`src/common/mra_regs.svh`:
```
// register offsets, field positions, reset values and timing counts
// assumes a 100 MHz core clock; included by the design file mra_regs_top, not by the package
`ifndef MRA_REGS_SVH
`define MRA_REGS_SVH

// -----------------------------------------------------------------------
// register offsets
// -----------------------------------------------------------------------
`define MRA_ADDR_RANGE_LAT    8'h24
`define MRA_ADDR_ACCUM_CFG    8'h25
`define MRA_ADDR_ALERT_STAT   8'h26

// -----------------------------------------------------------------------
// reset values
// -----------------------------------------------------------------------
`define MRA_RST_RANGE_LAT     16'h0000
`define MRA_RST_ACCUM_CFG     8'h00
`define MRA_RST_ALERT_STAT    24'h000000

// -----------------------------------------------------------------------
// field positions (channel 1 lsb or bit, sense is channel 4; 2-bit fields step down by 2 per channel, alert bits by 1)
// -----------------------------------------------------------------------
`define MRA_SENSE_CH4_LSB     4'h8
`define MRA_BUS_CH1_LSB       4'h6
`define MRA_ACC_CH1_LSB       4'h6
`define MRA_OC_CH1_BIT        5'h17
`define MRA_UC_CH1_BIT        5'h13
`define MRA_OV_CH1_BIT        5'h0f
`define MRA_UV_CH1_BIT        5'h0b
`define MRA_OP_CH1_BIT        5'h07
`define MRA_ACC_FULL_BIT      5'h03
`define MRA_TALLY_FULL_BIT    5'h02
// bits 1-0 of alert status are unimplemented
`define MRA_ALERT_IMPL_MASK   24'hfffffc

// -----------------------------------------------------------------------
// timing: latched image valid after a snapshot
// -----------------------------------------------------------------------
`define MRA_CLK_MHZ           100
`define MRA_VALID_US          1000
`define MRA_VALID_CYCLES      (`MRA_VALID_US * `MRA_CLK_MHZ)

`endif

```
`src/common/mra_pkg.sv`:
```
// types shared by the range, accumulator and alert register block
// assumes mra_regs.svh for all numeric constants
package mra_pkg;

  // sense full-scale range selection
  typedef enum logic [1:0] {
    MRA_SENSE_UNI_100,
    MRA_SENSE_BI_100,
    MRA_SENSE_BI_50,
    MRA_SENSE_RSVD
  } mra_sense_fsr_t;

  // bus full-scale range selection
  typedef enum logic [1:0] {
    MRA_BUS_UNI_32,
    MRA_BUS_BI_32,
    MRA_BUS_BI_16,
    MRA_BUS_RSVD
  } mra_bus_fsr_t;

  // what each channel accumulator integrates
  typedef enum logic [1:0] {
    MRA_ACC_POWER,
    MRA_ACC_SHUNT,
    MRA_ACC_RAIL,
    MRA_ACC_RSVD
  } mra_acc_mode_t;

endpackage : mra_pkg

```
`src/mra_regs_top.sv`:
```
// range image, accumulator mode and alert cause registers
// assumes a byte-oriented serial slave on the same clock drives reg_*,
// and alert comparators deliver raw trip levels on the same clock
//
// How it works
// - ch4 sense range decodes unipolar, bipolar, fifty
// - ch1 bus range decodes 32V, bipolar, 16V
// - ch2-4 bus ranges at bits 5..0
// - accumulator modes per channel, reset zero
// - modes power, shunt, rail; reserved reads zero
// - alert status clears after read plus conversion
// - still-present condition keeps bit set
// - alert status updates live, no snapshot
// - alerts gated by alert_enable input bits, not reset here
// - bits 23-20 overcurrent channels one to four
// - bits 19-16 undercurrent channels one to four
// - bits 15-12 overvoltage, 11-8 undervoltage
// - bits 7-4 overpower channels one to four
// - bit3 integrator full, bit2 tally, 1-0 zero
// - range image latched at snapshot, valid later
`timescale 1ns/10ps
`include "mra_regs.svh"

module mra_regs_top #(
  parameter int VALID_CYCLES = `MRA_VALID_CYCLES
) (
  // clock and reset
  input  wire logic                  clk,
  input  wire logic                  sys_rst,
  // register port from the serial slave
  input  wire logic [7:0]            reg_addr,
  input  wire logic                  reg_wr_en,
  input  wire logic [15:0]           reg_wdata,
  input  wire logic                  reg_rd_start,
  output logic      [23:0]           reg_rdata,
  // measurement sequencing
  input  wire logic [15:0]           live_range_cfg,
  input  wire logic                  snapshot_pulse,
  input  wire logic                  conv_done,
  output logic                       range_image_valid,
  // alert sources and enables
  input  wire logic [3:0]            overcurrent_trip,
  input  wire logic [3:0]            undercurrent_trip,
  input  wire logic [3:0]            overvoltage_trip,
  input  wire logic [3:0]            undervoltage_trip,
  input  wire logic [3:0]            overpower_trip,
  input  wire logic                  integrator_full_trip,
  input  wire logic                  sample_tally_full_trip,
  input  wire logic [23:0]           alert_enable,
  // decoded settings
  output mra_pkg::mra_sense_fsr_t    sense_range_sel_ch4,
  output mra_pkg::mra_bus_fsr_t      bus_range_sel [4],
  output mra_pkg::mra_acc_mode_t     integrator_mode [4],
  output logic      [23:0]           alert_cause
);
  import mra_pkg::*;

  // -----------------------------------------------------------------------
  // decode helpers
  // -----------------------------------------------------------------------
  function automatic mra_bus_fsr_t bus_dec(input logic [1:0] f);
    case (f)
      2'h0:    bus_dec = MRA_BUS_UNI_32;
      2'h1:    bus_dec = MRA_BUS_BI_32;
      2'h2:    bus_dec = MRA_BUS_BI_16;
      default: bus_dec = MRA_BUS_RSVD;
    endcase
  endfunction : bus_dec

  // reserved code is never stored, so it cannot read back
  function automatic logic [1:0] acc_fix(input logic [1:0] f);
    acc_fix = (f == 2'h3) ? 2'h0 : f;
  endfunction : acc_fix

  // -----------------------------------------------------------------------
  // state
  // -----------------------------------------------------------------------
  logic [15:0] range_lat;
  logic [15:0] next_range_lat;
  logic [7:0]  accum_cfg;
  logic [7:0]  next_accum_cfg;
  logic [23:0] alert_stat;
  logic [23:0] next_alert_stat;
  logic [23:0] read_snap;
  logic [23:0] next_read_snap;
  logic        clr_pend;
  logic        next_clr_pend;
  logic [23:0] next_reg_rdata;
  logic [31:0] valid_cnt;
  logic [31:0] next_valid_cnt;
  logic        next_valid;
  logic [23:0] trips;

  // -----------------------------------------------------------------------
  // trip word assembly
  // -----------------------------------------------------------------------
  always_comb begin
    trips = `MRA_RST_ALERT_STAT;
    for (int c = 0; c < 4; c++) begin
      trips[`MRA_OC_CH1_BIT - c] = overcurrent_trip[c];
      trips[`MRA_UC_CH1_BIT - c] = undercurrent_trip[c];
      trips[`MRA_OV_CH1_BIT - c] = overvoltage_trip[c];
      trips[`MRA_UV_CH1_BIT - c] = undervoltage_trip[c];
      trips[`MRA_OP_CH1_BIT - c] = overpower_trip[c];
    end
    trips[`MRA_ACC_FULL_BIT]   = integrator_full_trip;
    trips[`MRA_TALLY_FULL_BIT] = sample_tally_full_trip;
    // enables come straight from the alert_enable input; this block holds no enable register
    trips = trips & alert_enable & `MRA_ALERT_IMPL_MASK;
  end

  // -----------------------------------------------------------------------
  // configuration registers
  // -----------------------------------------------------------------------
  always_comb begin
    next_range_lat = range_lat;
    next_accum_cfg = accum_cfg;
    next_valid_cnt = valid_cnt;
    next_valid     = range_image_valid;
    if (snapshot_pulse) begin
      // image of the settings in force up to this snapshot
      next_range_lat = live_range_cfg;
    end else if (reg_wr_en && reg_addr == `MRA_ADDR_RANGE_LAT) begin
      next_range_lat = reg_wdata;
    end
    // a host write to the image must not stall the valid timer
    if (snapshot_pulse) begin
      next_valid_cnt = 32'(VALID_CYCLES);
      next_valid     = 1'b0;
    end else if (valid_cnt != 32'h0) begin
      next_valid_cnt = valid_cnt - 32'h1;
      next_valid     = (valid_cnt == 32'h1);
    end
    if (reg_wr_en && reg_addr == `MRA_ADDR_ACCUM_CFG) begin
      for (int c = 0; c < 4; c++) begin
        next_accum_cfg[2*c +: 2] = acc_fix(reg_wdata[2*c +: 2]);
      end
    end
  end

  always_ff @(posedge clk) begin
    if (sys_rst) begin
      range_lat         <= `MRA_RST_RANGE_LAT;
      accum_cfg         <= `MRA_RST_ACCUM_CFG;
      valid_cnt         <= 32'h0;
      range_image_valid <= 1'b0;
    end else begin
      range_lat         <= next_range_lat;
      accum_cfg         <= next_accum_cfg;
      valid_cnt         <= next_valid_cnt;
      range_image_valid <= next_valid;
    end
  end

  // -----------------------------------------------------------------------
  // decoded settings
  // -----------------------------------------------------------------------
  assign sense_range_sel_ch4 =
    mra_sense_fsr_t'(range_lat[`MRA_SENSE_CH4_LSB +: 2]);

  for (genvar c = 0; c < 4; c++) begin : g_ch
    assign bus_range_sel[c] =
      bus_dec(range_lat[`MRA_BUS_CH1_LSB - 2*c +: 2]);
    assign integrator_mode[c] =
      mra_acc_mode_t'(accum_cfg[`MRA_ACC_CH1_LSB - 2*c +: 2]);
  end

  // -----------------------------------------------------------------------
  // alert cause register
  // -----------------------------------------------------------------------
  // only bits that the host actually saw are cleared; anything newer or
  // still present survives, so a trip is never lost to a pending clear
  always_comb begin
    next_read_snap  = read_snap;
    next_clr_pend   = clr_pend;
    next_alert_stat = alert_stat | trips;
    if (reg_rd_start && reg_addr == `MRA_ADDR_ALERT_STAT) begin
      next_read_snap = alert_stat;
      next_clr_pend  = 1'b1;
    end else if (conv_done && clr_pend) begin
      next_alert_stat = (alert_stat & ~read_snap) | trips;
      next_clr_pend   = 1'b0;
    end
  end

  always_comb begin
    next_reg_rdata = reg_rdata;
    if (reg_rd_start) begin
      case (reg_addr)
        `MRA_ADDR_RANGE_LAT:  next_reg_rdata = {8'h00, range_lat};
        `MRA_ADDR_ACCUM_CFG:  next_reg_rdata = {16'h0000, accum_cfg};
        `MRA_ADDR_ALERT_STAT: next_reg_rdata = alert_stat;
        default:              next_reg_rdata = 24'h000000;
      endcase
    end
  end

  always_ff @(posedge clk) begin
    if (sys_rst) begin
      alert_stat <= `MRA_RST_ALERT_STAT;
      read_snap  <= `MRA_RST_ALERT_STAT;
      clr_pend   <= 1'b0;
    end else begin
      alert_stat <= next_alert_stat;
      read_snap  <= next_read_snap;
      clr_pend   <= next_clr_pend;
    end
  end

  // read data holds until the next read start
  always_ff @(posedge clk) begin
    if (sys_rst) begin
      reg_rdata <= 24'h000000;
    end else begin
      reg_rdata <= next_reg_rdata;
    end
  end

  assign alert_cause = alert_stat;

endmodule : mra_regs_top

```
`config.mk`:
```
export PLATFORM = sky130hd
export DESIGN_NAME = mra_regs_top
export DESIGN_NICKNAME = d
export VERILOG_FILES = /design/src/common/mra_pkg.sv /design/src/mra_regs_top.sv
export VERILOG_INCLUDE_DIRS = /design/src /design/src/common
export SDC_FILE = /design/constraint.sdc
export NUM_CORES = 1
export LEC_CHECK = 0
export ABC_AREA = 1
export BUFFER_PORTS_ARGS = -buffer_cell sky130_fd_sc_hd__buf_2
export CAP_MARGIN = 0
export CORE_ASPECT_RATIO = 2
export CORE_MARGIN = 8
export CORE_UTILIZATION = 60
export CTS_BUF_LIST = sky130_fd_sc_hd__clkbuf_8
export DETAILED_ROUTE_END_ITERATION = 10
export PLACE_DENSITY = 0.9
export SLEW_MARGIN = 20
export SYNTH_ARGS = -nofsm -noshare
export SYNTH_HDL_FRONTEND = slang
export SYNTH_SLANG_ARGS = --single-unit
```
`constraint.sdc`:
```
create_clock -name clk -period 2.45 [get_ports clk]
set_input_delay 0.245 -clock clk [delete_from_list [all_inputs] [get_ports clk]]
set_output_delay 0.245 -clock clk [all_outputs]
set_load 0.1 [all_outputs]
```
==> flow_summary_export.csv <==
group,metric,value,unit
outcome,status,"complete, no violations",
die,die_area,0.0146,mm²
clocking,cts_tree,"built",
layout,fill_cells,888,
grt,grt_overflow,0,
layout,register_area,0.00260,mm²
drt,ant_nets,0,
place,io_buffers,156,
die,start_util,0.615,
layout,syn2layout_area_growth,18.0,%
place,place.gp.congestion,0.948,
job,maxCapViolCount,0,
die,die-width,89.5,µm
layout,stdcell_count,1288,
sta,drv_slew,0,
layout,multiInputGateArea,0.00338,mm²
die,rows,53,
worst_setup_path,cp-end-kind,"flop",
sta,skew,12.1,ps
sta,fmaxAchievable,466,MHz
clocking,cts-root-buf,"clkbuf_8",
drt,avgRoutedWirePerCell,15.8,µm
worst_setup_path,rr_worst_depth,10,
worst_setup_path,cp_data_required_time,2840,ps
drt,first_pass_iters,5,
clocking,cts_buffers,17,
worst_setup_path,path_class,"reg -> reg",
die,core_area,0.0105,mm²
clocking,clk_latency,450,ps
yosys,ys_seq_area_frac,0.402,
worst_setup_path,regToRegEndpoint,"valid_cnt[1]",
worst_setup_path,setup.worst_path.end,"valid_cnt[1]",
place,dp_hpwl,15000,µm
sta,worst_pin_slew,868,ps
sta,period_needed,2150,ps
drt,avgViaCountPerCell,5.50,
yosys,avgSynthCellArea,6.44,µm²
die,ioPinCount,159,
clocking,post-cts-setup-buffers,0,
place,dp.cells,1254,
grt,grt_usage,0.287,
yosys,synthCells,1006,
worst_setup_path,cp-startpoint,"valid_cnt[0]",
power,powerDensity,644,mW/mm²
worst_setup_path,critPathMaxFanout,23,
sta,fin_tns_setup,0,ps
sta,finalHoldViolations,0,
yosys,ys_seq_elements,130,
yosys,yosysMostFrequentCell,"nand2_1",
yosys,synth_nets,1100,
worst_setup_path,crit_arrival,2530,ps
grt,grt_pass1_wl,32200,µm
drt,detail_route.iter0.violations,484,
grt,grt_max_degree,91,
clocking,cts.sinks,130,
yosys,synth_top_area_cell,"dfxtp_1",
drt,drc,0,
sta,finalCritPeriodShare,0.877,
worst_setup_path,start_kind,"flop",
yosys,ys_async_sr_fraction,0,
clocking,cts_max_path_buffers,2,
hold_path,hold_class,"in -> reg",
layout,layout.nets,1230,
clocking,path_clk_slew,90,ps
clocking,post_cts_resize_count,0,
grt,grt_pass1_vias,6843,
grt,antenna_found_initial,2,
yosys,ys.flop_type,"dfxtp_1",
yosys,synth_top_area_share,0.402,
yosys,synthTopCellsByCount,"nand2_1, dfxtp_1, nor2_1",
sta,rsz0062_at_grt,"no",
sta,slew_headroom,0.421,
clocking,ctsHoldBuffers,0,
yosys,synth_edf_count,0,
yosys,synth_area,0.00648,mm²
sta,finalSetupViolCount,0,
drt,num_vias,7086,
die,die_height,163,µm
worst_setup_path,worst-r2r-setup-slack,300,ps
hold_path,whs_path_depth,4,
drt,drt-total-wl,20300,µm
yosys,synth_cell_types,32,
power,leakage,3.47,nW
yosys,ys_warn_count,0,
worst_setup_path,r2r_start,"valid_cnt[0]",
layout,layout-drive-gt1-share,0.185,
yosys,netlist_top_cells_area,"dfxtp_1, nand2_1, a21oi_1, nor2_1, o21ai_0",
power,max-vdd-ir-drop,0.000515,V
clocking,ctsHtreeMaxLevel,4,
## metal layers
layer,vias up,track usage,share of wire
met5,-,0,0
met1,3207,0.287,0.35
met2,305,0.489,0.52
li1,3482,-,-
met3,92,0.0829,0.070
met4,0,0.201,0.061
## power breakdown
group / total, mW / switching (mW) / internal [mW] / leakage [nW]
sequential: 2.26 / 0.0771 / 2.18 / 1.06
combinational: 0.980 / 0.720 / 0.260 / 2.24
clock: 1.69 / 0.961 / 0.728 / 0.174
## through the flow
step	power (mW)	util	cell area (µm²)	setup slack [ps]	hold slack [ps]
floorplan	3.03	-	6480	845	407
global placement	3.25	0.691	7280	504	449
detailed placement	3.27	0.691	7280	432	455
CTS	4.93	0.725	7640	319	50.6
global route	5.13	0.726	7650	135	58.9
finish	4.93	0.726	7650	302	70.7
## kinds of logic after synthesis
| logic type | synth area share |
|---|---|
| adders and majority gates | 0.00386 |
| buffers and inverters | 0.0772 |
| xor gates and xnor gates | 0.0122 |
| and+or+nand+nor | 0.350 |
| DFF | 0.402 |
| AOI/OAI and AO/OA | 0.156 |
## flip-flops by register name, summed over array words and instances, names as in the netlist
name / count
range_lat: 16
clr_pend: 1
reg_rdata: 24
integrator_mode: 8
read_snap: 24
range_image_valid: 1
alert_cause: 24
valid_cnt: 32
## worst min path at each step
| stage | endpoint | startpoint | slack (ps) |
|---|---|---|---|
| floorplan | integrator_mode[1] | reg_wdata[1] | 410 |
| global placement | read_snap[19] | read_snap[19] | 450 |
| detailed placement | reg_rdata[22] | reg_rdata[22] | 450 |
| CTS | clr_pend | conv_done | 50 |
| global route | clr_pend | conv_done | 60 |
| finish | clr_pend | conv_done | 70 |
## final cells by class
class | instances | share of cell area
timing repair buffer | 166 | 0.114
tap | 137 | 0.0224
inverter | 70 | 0.0343
antenna | 2 | 0.000654
clock buffer | 17 | 0.0306
multi-input combinational | 751 | 0.442
sequential | 130 | 0.340
clock inverter | 15 | 0.0167
## placed cells by master, fill, tap and decap left out, types with 4 or more instances in the layout
master / count
nand4_1: 7
buf_4: 9
clkinvlp_4: 4
clkbuf_8: 17
buf_2: 156
nand2_1: 314
or2_0: 21
o21ai_0: 78
nand3_1: 62
a21oi_1: 112
inv_1: 67
dfxtp_1: 130
inv_6: 5
xnor2_1: 7
nor2_1: 121
## worst max-delay path: stages (launching register included)
cell and delay [ps]:
dfxtp_1 330, inv_1 120, ha_1 310, nand2_1 170, nor2_1 190, nand2_2 100, nor2_2 300, inv_2 270
nand2_1 150, nand2_1 70, nor2_1 80
Note: power is estimated with default switching activity, not from simulation.
